==> src/inc/hobc_pkg.sv <==
// Constants and types for the hardware option boot configuration block.
// Assumes a 250 MHz system clock and an 8-bit register port on the core side.
package hobc_pkg;

    // Fused option word, as held in the nonvolatile option cells.
    typedef struct packed {
        logic lock;
        logic [2:0] loader_size;
        logic powerup_loader_boot_option;
        logic any_reset_loader_boot_option;
        logic [3:0] app_prog_pages;
        logic [2:0] detector2_level_select;
        logic detector1_reset_option;
        logic detector2_reset_option;
        logic watchdog_reset_option;
        logic watchdog_nonstop_option;
        logic watchdog_autostart_option;
        logic watchdog_idle_run_option;
        logic [2:0] watchdog_prescale_option;
        logic watchdog_write_protect_option;
    } hobc_opt_s;

    // Register port request, one strobe per cycle.
    typedef struct packed {
        logic [7:0] addr;
        logic [7:0] wdata;
        logic wr;
        logic rd;
    } hobc_bus_s;

    // Debug probe commands.
    typedef enum logic [2:0] {
        DBG_RESET, DBG_RUN, DBG_STOP, DBG_STEP, DBG_CURSOR, DBG_BP_SET, DBG_BP_CLR
    } hobc_cmd_e;

    localparam int BP_NUM = 4;
    localparam int BP_IW = 2;

    typedef struct packed {
        logic vld;
        hobc_cmd_e cmd;
        logic [BP_IW-1:0] bp_idx;
        logic [12:0] addr;
    } hobc_dbg_s;

    typedef enum logic [1:0] {ST_SAMPLE, ST_APPLY, ST_RUN} hobc_state_e;

    // Register offsets.
    localparam logic [7:0] REG_DBG = 8'h00;
    localparam logic [7:0] REG_WDT = 8'h01;
    localparam logic [7:0] REG_IAP = 8'h02;
    localparam logic [7:0] REG_STAT = 8'h03;
    localparam logic [7:0] REG_OPT0 = 8'h04;
    localparam logic [7:0] REG_OPT1 = 8'h05;
    localparam logic [7:0] REG_OPT2 = 8'h06;

    // Watchdog control field positions.
    localparam int WDT_RST = 7;
    localparam int WDT_NSW = 6;
    localparam int WDT_EN = 5;
    localparam int WDT_IDL = 3;
    localparam int WDT_PS = 0;
    localparam logic [7:0] WDT_PROT_MASK = 8'hcf;
    localparam logic [7:0] WDT_RESET = 8'h00;

    // Debug control field and reset value.
    localparam int DBG_PIN_BIT = 0;
    localparam logic DBG_PIN_RESET = 1'b1;

    // Flash map.
    localparam logic [12:0] FLASH_TOP = 13'h1fff;
    localparam logic [12:0] LDR_BASE = 13'h1000;
    localparam logic [12:0] APP_START = 13'h0000;
    localparam logic [7:0] LOCK_BYTE = 8'hff;

    // Second detector level select codes and level indices.
    localparam logic [2:0] DET2_SEL_2V4 = 3'h7;
    localparam logic [2:0] DET2_SEL_3V6 = 3'h6;
    localparam logic [2:0] DET2_SEL_4V2 = 3'h5;
    localparam logic [1:0] DET2_LVL_2V4 = 2'h0;
    localparam logic [1:0] DET2_LVL_3V6 = 2'h1;
    localparam logic [1:0] DET2_LVL_4V2 = 2'h2;
    localparam logic [1:0] DET2_LVL_2V7 = 2'h3;

    // Option words after a whole erase and as shipped (1.5K loader, code 5).
    localparam hobc_opt_s OPT_ERASED = '0;
    localparam hobc_opt_s OPT_SHIPPED = 23'h280000;

endpackage : hobc_pkg

==> src/design/hobc_boot_config.sv <==
// Hardware option boot configuration: samples fused options at power-on,
// steers boot source, brown-out and watchdog resets, debug pin sharing.
// Assumes the option cells are presented on nv_opt_in and are stable at reset.
//
// The implementer's own choices: the placing of the registers and strobed register access.
`timescale 1ns/100ps

module hobc_boot_config
    import hobc_pkg::*;
(
    // Clock and power-on reset.
    input wire logic clk_in,
    input wire logic nrst_in,
    // Register port.
    input wire hobc_bus_s bus_in,
    output logic [7:0] rdata_out,
    // Option cells.
    input wire hobc_opt_s nv_opt_in,
    output logic nv_wr_out,
    output hobc_opt_s nv_wdata_out,
    // External programmer.
    input wire logic prog_halt_in,
    input wire logic prog_wr_in,
    input wire logic prog_erase_in,
    input wire hobc_opt_s prog_opt_in,
    input wire logic prog_rd_in,
    input wire logic [7:0] code_byte_in,
    output logic [7:0] prog_rdata_out,
    // Debug probe and core fetch.
    input wire hobc_dbg_s dbg_in,
    input wire logic pc_vld_in,
    input wire logic [12:0] pc_in,
    output logic core_step_out,
    // Reset sources.
    input wire logic det1_low_in,
    input wire logic det2_low_in,
    input wire logic wdt_overflow_in,
    input wire logic ext_reset_in,
    // Core and peripheral controls.
    output logic core_hold_out,
    output logic core_rst_out,
    output logic boot_loader_out,
    output logic [12:0] boot_addr_out,
    output logic loader_valid_out,
    output logic [12:0] loader_start_out,
    output logic [7:0] iap_lb_out,
    output logic [1:0] det2_level_out,
    output logic [7:0] wdt_ctrl_out,
    output logic debug_sel_out
);

    hobc_state_e state_reg;
    hobc_opt_s opt_reg;
    logic [7:0] watchdog_control_reg;
    logic [7:0] app_prog_region_low_boundary;
    logic debug_pin_enable;
    logic halted_reg;
    logic [12:0] cursor_reg;
    logic cursor_arm_reg;
    logic [12:0] bp_addr_reg [BP_NUM];
    logic [BP_NUM-1:0] bp_en_reg;
    logic ldr_valid;
    logic [12:0] ldr_start;
    logic req_bod;
    logic req_any;
    logic dbg_ok;
    logic bp_hit;
    logic wr_wdt;

    // Loader region from its size code; the top is fixed at the flash end.
    assign ldr_valid = opt_reg.loader_size != 3'h0;
    assign ldr_start = LDR_BASE + 13'({opt_reg.loader_size, 9'h000});

    // Debug commands only count while the pins serve the debug path.
    assign dbg_ok = dbg_in.vld && debug_pin_enable && state_reg == ST_RUN;

    // Brown-out resets always restart the application.
    assign req_bod = (det1_low_in && opt_reg.detector1_reset_option) ||
        (det2_low_in && opt_reg.detector2_reset_option);

    // Other resets follow the any-reset boot choice.
    assign req_any = ext_reset_in || (wdt_overflow_in && watchdog_control_reg[WDT_RST]) ||
        (dbg_ok && dbg_in.cmd == DBG_RESET);

    assign wr_wdt = bus_in.wr && bus_in.addr == REG_WDT && state_reg == ST_RUN;

    // Breakpoint compare against the fetch address.
    always_comb begin
        bp_hit = cursor_arm_reg && pc_in == cursor_reg;
        for (int i = 0; i < BP_NUM; i++) begin
            if (bp_en_reg[i] && pc_in == bp_addr_reg[i]) begin
                bp_hit = 1'b1;
            end
        end
        bp_hit = bp_hit && pc_vld_in && !halted_reg;
    end

    // Start-up sequence: sample once, apply once, then run.
    always_ff @(posedge clk_in or negedge nrst_in) begin
        if (!nrst_in) begin
            state_reg <= ST_SAMPLE;
        end else begin
            case (state_reg)
                ST_SAMPLE: state_reg <= ST_APPLY;
                ST_APPLY: state_reg <= ST_RUN;
                ST_RUN: state_reg <= ST_RUN;
                default: state_reg <= ST_SAMPLE;
            endcase
        end
    end

    // Options are latched only here, so programming takes effect at next power-on.
    always_ff @(posedge clk_in or negedge nrst_in) begin
        if (!nrst_in) begin
            opt_reg <= OPT_SHIPPED;
        end else if (state_reg == ST_SAMPLE) begin
            opt_reg <= nv_opt_in;
        end
    end

    // Boot source and core reset pulse.
    always_ff @(posedge clk_in or negedge nrst_in) begin
        if (!nrst_in) begin
            boot_loader_out <= 1'b0;
            boot_addr_out <= APP_START;
            core_rst_out <= 1'b0;
        end else begin
            core_rst_out <= 1'b0;
            if (state_reg == ST_APPLY) begin
                boot_loader_out <= ldr_valid && (opt_reg.powerup_loader_boot_option ||
                    opt_reg.any_reset_loader_boot_option);
                boot_addr_out <= (ldr_valid && (opt_reg.powerup_loader_boot_option ||
                    opt_reg.any_reset_loader_boot_option)) ? ldr_start : APP_START;
            end else if (state_reg == ST_RUN && req_bod) begin
                core_rst_out <= 1'b1;
                boot_loader_out <= 1'b0;
                boot_addr_out <= APP_START;
            end else if (state_reg == ST_RUN && req_any) begin
                core_rst_out <= 1'b1;
                boot_loader_out <= ldr_valid && opt_reg.any_reset_loader_boot_option;
                boot_addr_out <= (ldr_valid && opt_reg.any_reset_loader_boot_option) ?
                    ldr_start : APP_START;
            end
        end
    end

    // Loader map and second detector level, fixed after apply.
    always_ff @(posedge clk_in or negedge nrst_in) begin
        if (!nrst_in) begin
            loader_valid_out <= 1'b0;
            loader_start_out <= APP_START;
            det2_level_out <= DET2_LVL_2V7;
        end else if (state_reg == ST_APPLY) begin
            loader_valid_out <= ldr_valid;
            loader_start_out <= ldr_valid ? ldr_start : APP_START;
            case (opt_reg.detector2_level_select)
                DET2_SEL_2V4: det2_level_out <= DET2_LVL_2V4;
                DET2_SEL_3V6: det2_level_out <= DET2_LVL_3V6;
                DET2_SEL_4V2: det2_level_out <= DET2_LVL_4V2;
                default: det2_level_out <= DET2_LVL_2V7;
            endcase
        end
    end

    // Watchdog control: loaded from options, then software may write it; write protect leaves only the enable bit writable.
    always_ff @(posedge clk_in or negedge nrst_in) begin
        if (!nrst_in) begin
            watchdog_control_reg <= WDT_RESET;
        end else if (state_reg == ST_APPLY) begin
            watchdog_control_reg <= WDT_RESET;
            watchdog_control_reg[WDT_RST] <= opt_reg.watchdog_reset_option;
            watchdog_control_reg[WDT_NSW] <= opt_reg.watchdog_nonstop_option;
            if (opt_reg.watchdog_autostart_option) begin
                watchdog_control_reg[WDT_EN] <= 1'b1;
                watchdog_control_reg[WDT_IDL] <= opt_reg.watchdog_idle_run_option;
                watchdog_control_reg[WDT_PS+:3] <= opt_reg.watchdog_prescale_option;
            end
        end else if (wr_wdt) begin
            if (opt_reg.watchdog_write_protect_option) begin
                watchdog_control_reg[WDT_EN] <= bus_in.wdata[WDT_EN];
            end else begin
                watchdog_control_reg <= bus_in.wdata & (WDT_PROT_MASK | 8'h20);
            end
        end
    end

    // Program region boundary: default is loader start (flash end without a loader) less app_prog_pages pages.
    always_ff @(posedge clk_in or negedge nrst_in) begin
        if (!nrst_in) begin
            app_prog_region_low_boundary <= 8'h00;
        end else if (state_reg == ST_APPLY) begin
            app_prog_region_low_boundary <= (ldr_valid ? {3'h0, ldr_start[12:8]} :
                ({3'h0, FLASH_TOP[12:8]} + 8'h01)) - {4'h0, opt_reg.app_prog_pages};
        end else if (bus_in.wr && bus_in.addr == REG_IAP && state_reg == ST_RUN) begin
            app_prog_region_low_boundary <= bus_in.wdata;
        end
    end

    // Debug pin sharing: debug function after power-on, software may release it.
    always_ff @(posedge clk_in or negedge nrst_in) begin
        if (!nrst_in) begin
            debug_pin_enable <= DBG_PIN_RESET;
        end else if (bus_in.wr && bus_in.addr == REG_DBG) begin
            debug_pin_enable <= bus_in.wdata[DBG_PIN_BIT];
        end
    end

    // Debug run control: halt, run, single step and run to cursor.
    always_ff @(posedge clk_in or negedge nrst_in) begin
        if (!nrst_in) begin
            halted_reg <= 1'b0;
            core_step_out <= 1'b0;
            cursor_reg <= APP_START;
            cursor_arm_reg <= 1'b0;
        end else begin
            core_step_out <= 1'b0;
            if (bp_hit) begin
                halted_reg <= 1'b1;
                cursor_arm_reg <= 1'b0;
            end else if (dbg_ok) begin
                case (dbg_in.cmd)
                    DBG_STOP: halted_reg <= 1'b1;
                    DBG_RUN: halted_reg <= 1'b0;
                    DBG_STEP: core_step_out <= halted_reg;
                    DBG_CURSOR: begin
                        halted_reg <= 1'b0;
                        cursor_reg <= dbg_in.addr;
                        cursor_arm_reg <= 1'b1;
                    end
                    default: halted_reg <= halted_reg;
                endcase
            end
        end
    end

    // Breakpoint table, written by the probe.
    always_ff @(posedge clk_in or negedge nrst_in) begin
        if (!nrst_in) begin
            bp_en_reg <= '0;
            for (int i = 0; i < BP_NUM; i++) begin
                bp_addr_reg[i] <= APP_START;
            end
        end else if (dbg_ok && dbg_in.cmd == DBG_BP_SET) begin
            bp_en_reg[dbg_in.bp_idx] <= 1'b1;
            bp_addr_reg[dbg_in.bp_idx] <= dbg_in.addr;
        end else if (dbg_ok && dbg_in.cmd == DBG_BP_CLR) begin
            bp_en_reg[dbg_in.bp_idx] <= 1'b0;
        end
    end

    // Core hold: start-up, debug halt, or programmer holding the core.
    always_ff @(posedge clk_in or negedge nrst_in) begin
        if (!nrst_in) begin
            core_hold_out <= 1'b1;
        end else begin
            core_hold_out <= state_reg != ST_RUN || halted_reg || prog_halt_in;
        end
    end

    // Option programming has no path from the register port at all.
    always_ff @(posedge clk_in or negedge nrst_in) begin
        if (!nrst_in) begin
            nv_wr_out <= 1'b0;
            nv_wdata_out <= OPT_ERASED;
        end else begin
            nv_wr_out <= prog_halt_in && (prog_erase_in || prog_wr_in);
            if (prog_halt_in && prog_erase_in) begin
                nv_wdata_out <= OPT_ERASED;
            end else if (prog_halt_in && prog_wr_in) begin
                nv_wdata_out <= prog_opt_in;
            end
        end
    end

    // Code read-out through the programmer; lock masks every byte.
    always_ff @(posedge clk_in or negedge nrst_in) begin
        if (!nrst_in) begin
            prog_rdata_out <= 8'h00;
        end else if (prog_rd_in) begin
            prog_rdata_out <= opt_reg.lock ? LOCK_BYTE : code_byte_in;
        end
    end

    // Register reads; unmapped offsets return zero.
    always_ff @(posedge clk_in or negedge nrst_in) begin
        if (!nrst_in) begin
            rdata_out <= 8'h00;
        end else if (bus_in.rd) begin
            case (bus_in.addr)
                REG_DBG: rdata_out <= {7'h00, debug_pin_enable};
                REG_WDT: rdata_out <= watchdog_control_reg;
                REG_IAP: rdata_out <= app_prog_region_low_boundary;
                REG_STAT: rdata_out <= {4'h0, halted_reg, opt_reg.lock, ldr_valid,
                    boot_loader_out};
                REG_OPT0: rdata_out <= opt_reg[7:0];
                REG_OPT1: rdata_out <= opt_reg[15:8];
                REG_OPT2: rdata_out <= {1'b0, opt_reg[22:16]};
                default: rdata_out <= 8'h00;
            endcase
        end else begin
            rdata_out <= 8'h00;
        end
    end

    assign wdt_ctrl_out = watchdog_control_reg;
    assign iap_lb_out = app_prog_region_low_boundary;
    assign debug_sel_out = debug_pin_enable;
endmodule : hobc_boot_config

==> config.mk <==
export PLATFORM = sky130hd
export DESIGN_NAME = hobc_boot_config
export DESIGN_NICKNAME = d
export VERILOG_FILES = /design/src/inc/hobc_pkg.sv /design/src/design/hobc_boot_config.sv
export SDC_FILE = /design/constraint.sdc
export NUM_CORES = 1
export LEC_CHECK = 0
export BUFFER_PORTS_ARGS = -buffer_cell sky130_fd_sc_hd__buf_2
export CORE_MARGIN = 8
export CORE_UTILIZATION = 58
export DETAILED_ROUTE_END_ITERATION = 6
export PLACE_DENSITY = 0.95
export SYNTH_ARGS = -nofsm -noshare
export SYNTH_HDL_FRONTEND = slang
export SYNTH_SLANG_ARGS = --single-unit
==> constraint.sdc <==
create_clock -name clk_in -period 5.7 [get_ports clk_in]
set_clock_uncertainty 0.1 [all_clocks]
set_input_delay 0.855 -clock clk_in [delete_from_list [all_inputs] [get_ports clk_in]]
set_output_delay 0.855 -clock clk_in [all_outputs]
set_load 0.02 [all_outputs]
==> impl_metrics.json, run 1 <==
{
  "routabilityCongestion": 0.871,
  "tightest_slew_ns": 0.882,
  "port-buffer-count": 185,
  "dieArea_mm2": 0.0187,
  "netlist_instances": 806,
  "hold_violations": 0,
  "grt_usage_pct": 25.7,
  "synth_area_leaders": "dfrtp_1 47%, mux2_2 10%, xnor2_1 6.9%, nand2_1 4.2%, mux2i_1 3.7%",
  "clockRootBuffer": "clkbuf_16",
  "outcome": "finished clean",
  "clock-sinks": 165,
  "maxSlewHeadroom_pct": 41.2,
  "maxCapViolations": 0,
  "nNetsFinal": 1091,
  "initial_core_util_pct": 58.8,
  "grt_max_degree": 72,
  "post_cts_resized": 0,
  "core_mm2": 0.0144,
  "placed_cell_area_mm2": 0.00939,
  "start_kind": "flop",
  "syn_area_per_cell_um2": 10.5,
  "cp.arrival_ns": 2.91,
  "die_h_um": 137,
  "worstHoldPathType": "in2async",
  "vias_per_cell": 5.85,
  "fill_cells": 1032,
  "path_clk_slew_ns": 0.07,
  "rows": 44,
  "rsz0062_at_grt": "false",
  "critPathMaxFanout": 14,
  "synth_most_common_cell": "dfrtp_1",
  "cellLeakagePower_nw": 4.81,
  "synth.distinct_cells": 54,
  "largest_reg_flops": 52,
  "synth-main-ff-cell": "dfrtp_1",
  "htreeDepth": 4,
  "slew_viol_final": 0,
  "synth-edff-count": 0,
  "synth_async_sr_flop_share_pct": 100,
  "ir_drop_uv": 198,
  "grt_pass1_vias": 7083,
  "synthesis.area_mm2": 0.00845,
  "route.detailed.drc": 0,
  "pwr_density_cell_mw_per_mm2": 284,
  "ys_seq_area_share_pct": 48.9,
  "synth_seq_cells": 165,
  "ys_warn_count": 0,
  "cts_tree": "built",
  "numCtsBuffers": 17,
  "post_cts_buffers": 0,
  "overflow": 0,
  "crit_type": "reg2reg",
  "io_pins": 205,
  "cts_buffer_depth": 2,
  "antenna_found_initial": 3,
  "hpwl_um": 16900,
  "wl_per_cell_um": 20.2,
  "multi_input_area_mm2": 0.00397,
  "grt_pass1_wl_um": 37300,
  "synthTopCellsByCount": "159 x dfrtp_1, 95 x nand2_1, 76 x mux2_2",
  "drt_pass1_iterations": 7,
  "routed_wl_um": 23500,
  "critical_path_required_ns": 5.91,
  "fin_crit_sh_pct": 47.4,
  "vias": 6826,
  "ant_nets": 0,
  "clk_latency_ns": 0.43,
  "synth_area_leader_cell": "dfrtp_1",
  "setup_viol": 0,
  "period_needed_ns": 2.70,
  "timing.fmax_mhz": 370,
  "seq_area_mm2": 0.00414,
  "end_kind": "flop",
  "hold_buffers": 0,
  "final_cell_area_mm2": 0.0100,
  "die_w_um": 137,
  "drive_gt1_share_pct": 33.5,
  "synth.top_cell.area_share_pct": 47.1,
  "drt_iter0_drc": 518,
  "area_delta_synth_final_pct": 18.5,
  "finalPower_w": 0.00284,
  "finalSetupTns_ns": 0
}
[layout make-up]
class | instances | area share [%]
sequential | 165 | 41.3
multi-input combinational | 578 | 39.7
timing repair buffer | 197 | 10.2
clock buffer | 17 | 4.25
tap | 184 | 2.30
clock inverter | 15 | 1.91
inverter | 9 | 0.337
antenna | 1 | 0.0250
[where the power goes]
part	switching [W]	internal, W	total (W)
clock	0.000509	0.000702	0.00121
combinational	0.000214	0.000133	0.000346
sequential	0.0000547	0.00123	0.00129
total	0.000777	0.00207	0.00284
[worst paths after layout]
kind,from,endpoint,slack (ns),cells past startpoint
max in group asynchronous,nrst_in,bp_addr_reg[18],3.94,2
min,nrst_in,opt_reg[6],0.25,1
min in group clk_in,nv_wdata_out[11],nv_wdata_out[11],0.38,2
max reg2reg,state_reg[0],bp_addr_reg[50],3.00,7
min reg2reg,nv_wdata_out[11],nv_wdata_out[11],0.38,2
max,state_reg[0],bp_addr_reg[50],3.00,7
[metal layers]
layer / global-route usage, % / up-vias / wire (um)
li1: - / 3056 / -
met1: 30.6 / 3361 / 8980
met2: 43.0 / 337 / 11800
met3: 6.75 / 68 / 1950
met4: 11.4 / 4 / 763
met5: 0 / - / 19
[stage by stage]
stage | util [%] | instances | hold slack, ns | worst slack (ns)
finish | 69.7 | 1166 | 0.254 | 3.00
detailed placement | 65.4 | 1133 | 0.366 | 2.73
global route | 69.7 | 1166 | 0.291 | 2.86
CTS | 69.7 | 1165 | 0.270 | 3.01
global placement | 65.4 | 1133 | 0.357 | 2.81
floorplan | - | 824 | 0.321 | 3.03
[worst max-delay path, stage by stage (launching register included)]
cell and delay [ns]:
dfrtp_1 0.38, inv_1 0.11, ha_1 0.35, and3_1 0.27, and2b_1 0.21, nand3_2 0.15
or3_1 0.62, mux2_2 0.38
[kinds of logic after synthesis]
| family | count (synthesis) | share of synthesized area (%) |
|---|---|---|
| xor+xnor | 69 | 7.15 |
| buf+inv | 81 | 5.12 |
| fa+ha+maj | 8 | 1.27 |
| compound gates | 110 | 7.49 |
| other cells | 1 | 0.0444 |
| flops | 165 | 48.9 |
| mux | 107 | 13.8 |
| simple gates | 265 | 16.2 |
[cell usage in the layout, fill, tap and decap left out, types with 2 or more instances in the layout]
cell	n
nand3_2	3
clkinv_4	2
and2_1	13
inv_6	5
a21oi_1	28
dfstp_2	6
o31ai_1	2
o21ai_0	44
nand3_1	20
clkbuf_16	17
a21o_1	2
a221oi_1	3
a31oi_1	7
nor4_1	4
mux2i_1	31
nand2b_1	30
and3_1	14
xnor2_1	67
a22oi_1	5
nor2b_1	3
inv_8	2
ha_1	7
mux2_2	76
nor3_2	4
buf_4	12
xor2_1	2
conb_1	19
nor4_2	2
nor2_1	33
nand2_1	95
buf_2	184
nor3_1	17
o22ai_1	3
dfrtp_1	159
bufinv_16	3
o21ai_1	6
inv_1	9
clkinv_2	2
a222oi_1	3
nand4_1	15
Note: power is estimated with default switching activity, not from simulation.
==> run 2, diff against run 1 <==
Settings changed: CORE_UTILIZATION 58 to 54, PLACE_DENSITY 0.95 to 0.9.
Clock period 5.7 ns to 2.7 ns, I/O delays scaled along.
==> impl_metrics.json, run 2 (same netlist as run 1, synthesis figures left out) <==
{
  "die_w_um": 141,
  "cp_top_family": "simple AND/OR/NAND/NOR gates",
  "largest_reg_flops": 52,
  "grt_pass1_wl_um": 37400,
  "routed_wl_um": 23300,
  "outcome": "finished clean",
  "timing.fmax_mhz": 414,
  "pwr_density_cell_mw_per_mm2": 575,
  "path_clk_slew_ns": 0.07,
  "critPathMaxStageDelay_ns": 0.60,
  "ant_nets": 0,
  "cts_tree": "built",
  "numCtsBuffers": 17,
  "routabilityCongestion": 0.948,
  "fin_crit_sh_pct": 89.5,
  "critical_path_required_ns": 2.91,
  "ir_drop_uv": 385,
  "vias_per_cell": 5.57,
  "nNetsFinal": 1098,
  "cp-startpoint": "state_reg[0]",
  "grt_pass1_vias": 6997,
  "rsz0062_at_grt": "false",
  "clock-sinks": 165,
  "slowest_stage": "or3_1",
  "initial_core_util_pct": 55.4,
  "wl_per_cell_um": 19.4,
  "overflow": 0,
  "setup_viol": 0,
  "hold_violations": 0,
  "drive_gt1_share_pct": 33.8,
  "post_cts_buffers": 0,
  "area_delta_synth_final_pct": 19.2,
  "clk_latency_ns": 0.43,
  "crit_type": "reg2reg",
  "io_pins": 205,
  "antenna_found_initial": 4,
  "drt_pass1_iterations": 5,
  "port-buffer-count": 185,
  "cp.arrival_ns": 2.63,
  "path_cells": "inv_1 -> ha_1 -> and3_1 -> and2b_1 -> nand3_2 -> or3_1 -> mux2_2",
  "clockRootBuffer": "clkbuf_16",
  "worstHoldPathType": "in2reg",
  "slew_viol_final": 0,
  "cellLeakagePower_nw": 4.83,
  "core_mm2": 0.0153,
  "rows": 45,
  "drt_iter0_drc": 524,
  "hold_path_startpoint": "nv_opt_in[15]",
  "start_kind": "flop",
  "final_common_cell": "buf_2",
  "end_kind": "flop",
  "grt_max_degree": 66,
  "layout_common_cells": "184 x buf_2, 159 x dfrtp_1, 95 x nand2_1, 76 x mux2_2, 67 x xnor2_1",
  "finalPower_w": 0.00579,
  "maxCapViolations": 0,
  "hpwl_um": 17300,
  "route.detailed.drc": 0,
  "vias": 6695,
  "finalSetupTns_ns": 0,
  "cp_num_buf_inv": 1,
  "period_needed_ns": 2.42,
  "cts_buffer_depth": 2,
  "die_h_um": 141,
  "dieArea_mm2": 0.0199,
  "post_cts_resized": 0,
  "maxSlewHeadroom_pct": 47.5,
  "tightest_slew_ns": 0.786,
  "r2r_start": "state_reg[0]",
  "grt_usage_pct": 24.0,
  "htreeDepth": 4,
  "critPathMaxFanout": 14
}
-- run 2: worst paths after layout --
| path | endpoint | slack, ns | cells past startpoint |
|---|---|---|---|
| min in group asynchronous | bp_addr_reg[31] | 0.45 | 2 |
| setup reg to reg | bp_addr_reg[42] | 0.28 | 7 |
| hold reg to reg | nv_wdata_out[16] | 0.38 | 2 |
| max in group asynchronous | det2_level_out[1] | 1.29 | 3 |
| setup / recovery | bp_addr_reg[42] | 0.28 | 7 |
| hold / removal | opt_reg[15] | 0.08 | 3 |
-- run 2: layout make-up --
cell class	count	area (um2)
clock inverter	11	92.6
multi-input combinational	578	3970
sequential	165	4140
inverter	9	33.8
fill	1175	5180
antenna	2	5.00
timing repair buffer	204	1100
clock buffer	21	470
tap	211	264
-- run 2: power breakdown --
group | internal [W] | total (W) | leakage [nW] | switching [W]
Combinational | 0.000285 | 0.000732 | 2.43 | 0.000447
Clock | 0.00127 | 0.00235 | 0.273 | 0.00107
Sequential | 0.00260 | 0.00271 | 2.13 | 0.000112
-- run 2: tightest hold or removal path: cells and delay by family --
kind / cells / cell delay (ns)
buf+inv: 1 / 0.07
compound gates: 1 / 0.06
simple gates: 1 / 0.04
-- run 2: per-layer routing --
layer | share of wire [%] | track usage, % | wire length, um | up-vias
met5 | 0.099 | 0 | 23 | -
met2 | 51 | 40.4 | 11800 | 318
met4 | 3.1 | 10.4 | 722 | 4
met3 | 8.3 | 6.99 | 1940 | 58
met1 | 38 | 28.0 | 8840 | 3247
li1 | - | - | - | 3068
-- run 2: repair_timing --
item	4_1_cts	5_1_grt
endpoints found under the hold margin	61	0
setup endpoints to repair	0	0
hold buffers	1	0
-- run 2: through the flow --
step	hold WS, ns	setup WS (ns)	util [%]	cells	instance area, um2
after floorplan	0.00941	0.395	-	824	8520
after global placement	0.349	0.277	62.2	1166	9500
after detailed placement	0.350	0.159	62.2	1166	9500
after CTS	0.0700	0.289	66.0	1199	10100
after global routing	0.0864	0.0987	66.0	1201	10100
final	0.0816	0.283	66.0	1201	10100
==> run 3, diff against run 2 <==
Settings changed: PLACE_DENSITY 0.9 to 0.82.
==> impl_metrics.json, run 3 (same netlist as run 1, synthesis figures left out) <==
{
  "port-buffer-count": 185,
  "die_w_um": 141,
  "critPathMaxStageDelay_ns": 0.60,
  "clock-sinks": 165,
  "start_kind": "flop",
  "numCtsBuffers": 17,
  "htreeDepth": 4,
  "grt_max_degree": 62,
  "clk_latency_ns": 0.43,
  "cellLeakagePower_nw": 4.82,
  "routed_wl_um": 22800,
  "period_needed_ns": 2.40,
  "grt_pass1_vias": 6865,
  "end_kind": "flop",
  "routabilityCongestion": 0.938,
  "grt_pass1_wl_um": 36200,
  "fin_crit_sh_pct": 88.8,
  "drt_pass1_iterations": 6,
  "cts_buffer_depth": 2,
  "ir_drop_uv": 420,
  "io_pins": 205,
  "rrSetupSlack_ns": 0.30,
  "die_h_um": 141,
  "pwr_density_cell_mw_per_mm2": 568,
  "dieArea_mm2": 0.0199,
  "drive_gt1_share_pct": 33.8,
  "endpoint": "bp_addr_reg[50]",
  "critical_path_required_ns": 2.91,
  "nNetsFinal": 1099,
  "worstHoldPathType": "in2reg",
  "area_delta_synth_final_pct": 19.3,
  "finish.utilization_pct": 66.1,
  "fin_ws_ns": 0.302,
  "setup_viol": 0,
  "route.detailed.drc": 0,
  "cp-startpoint": "state_reg[0]",
  "path_cells": "inv_1 -> ha_1 -> and3_1 -> and2b_1 -> nand3_2 -> or3_1 -> mux2_2",
  "cp.arrival_ns": 2.61,
  "outcome": "finished clean",
  "r2r_end": "bp_addr_reg[50]",
  "rr_worst_depth": 7,
  "core_mm2": 0.0153,
  "cts_tree": "built",
  "rows": 45,
  "whs_path_depth": 3,
  "timing.fmax_mhz": 417,
  "rsz0062_at_grt": "false",
  "clockRootBuffer": "clkbuf_16",
  "vias": 6626,
  "path_clk_slew_ns": 0.07,
  "slowest_stage": "or3_1",
  "hpwl_um": 16800,
  "layout_common_cells": "184 x buf_2, 159 x dfrtp_1, 95 x nand2_1, 76 x mux2_2, 67 x xnor2_1",
  "finalSetupTns_ns": 0,
  "slew_viol_final": 0,
  "hold_violations": 0,
  "largest_reg_flops": 52,
  "wl_per_cell_um": 19.0,
  "r2r_start": "state_reg[0]",
  "post_cts_resized": 0,
  "tightest_slew_ns": 0.780,
  "overflow": 0,
  "critPathMaxFanout": 14,
  "grt_usage_pct": 23.1,
  "maxCapViolations": 0,
  "antenna_found_initial": 4,
  "ant_nets": 0,
  "crit_type": "reg2reg",
  "preCtsSetupSlack_ns": 0.170,
  "initial_core_util_pct": 55.4,
  "maxSlewHeadroom_pct": 47.9,
  "final_common_cell": "buf_2",
  "drt_iter0_drc": 465,
  "vias_per_cell": 5.51
}
[run 3: cell types whose count changed in the layout (fill, tap and decap cells not counted), sizes merged]
| cell | change |
|---|---|
| inv | -1 |
| buf | +1 |
| clkinvlp | +1 |
[run 3: area by class of cell]
cell class | count | area (um2)
Fill cell | 1231 | 5170
Multi-Input combinational cell | 578 | 3970
Sequential cell | 165 | 4140
Timing Repair Buffer | 205 | 1120
Inverter | 9 | 33.8
Clock buffer | 21 | 460
Antenna cell | 2 | 5.00
Clock inverter | 11 | 91.3
Tap cell | 211 | 264
[run 3: repair_timing]
action                    CTS  global route
setup buffers               0             0
hold buffers                1             0
hold endpoints to repair   54             0
[run 3: critical path, delay by kind of cell (launching register included)]
family	cells	cell delay [ns]
muxes	1	0.37
buffers and inverters	1	0.11
DFF	1	0.39
adders and majority gates	1	0.17
and+or+nand+nor	4	1.14
[run 3: layer usage]
metal / track usage (%) / routed length, um / vias to the layer above
li1: - / - / 3077
met1: 27.4 / 9060 / 3184
met2: 37.6 / 11100 / 309
met3: 7.80 / 1990 / 52
met4: 10.0 / 641 / 4
met5: 0 / 22 / -
[run 3: worst min path at each step]
stage	end	startpoint
final	opt_reg[15]	nv_opt_in[15]
after global placement	opt_reg[13]	nrst_in
after global routing	opt_reg[15]	nv_opt_in[15]
after CTS	opt_reg[15]	nv_opt_in[15]
after floorplan	async pin	nrst_in
after detailed placement	opt_reg[13]	nrst_in
[run 3: through the flow]
stage	power (W)	area [um2]	hold WS [ns]	std cells
floorplan	0.00317	8520	0.00941	824
global placement	0.00347	9520	0.326	1167
detailed placement	0.00348	9520	0.320	1167
CTS	0.00577	10100	0.0681	1200
global route	0.00593	10100	0.0730	1202
finish	0.00573	10100	0.0840	1202
[run 3: power by group]
| group | internal, W | switching, W | total [W] |
|---|---|---|---|
| clock network | 0.00124 | 0.00104 | 0.00228 |
| registers | 0.00260 | 0.000110 | 0.00271 |
| logic | 0.000286 | 0.000444 | 0.000730 |
| total | 0.00413 | 0.00159 | 0.00573 |
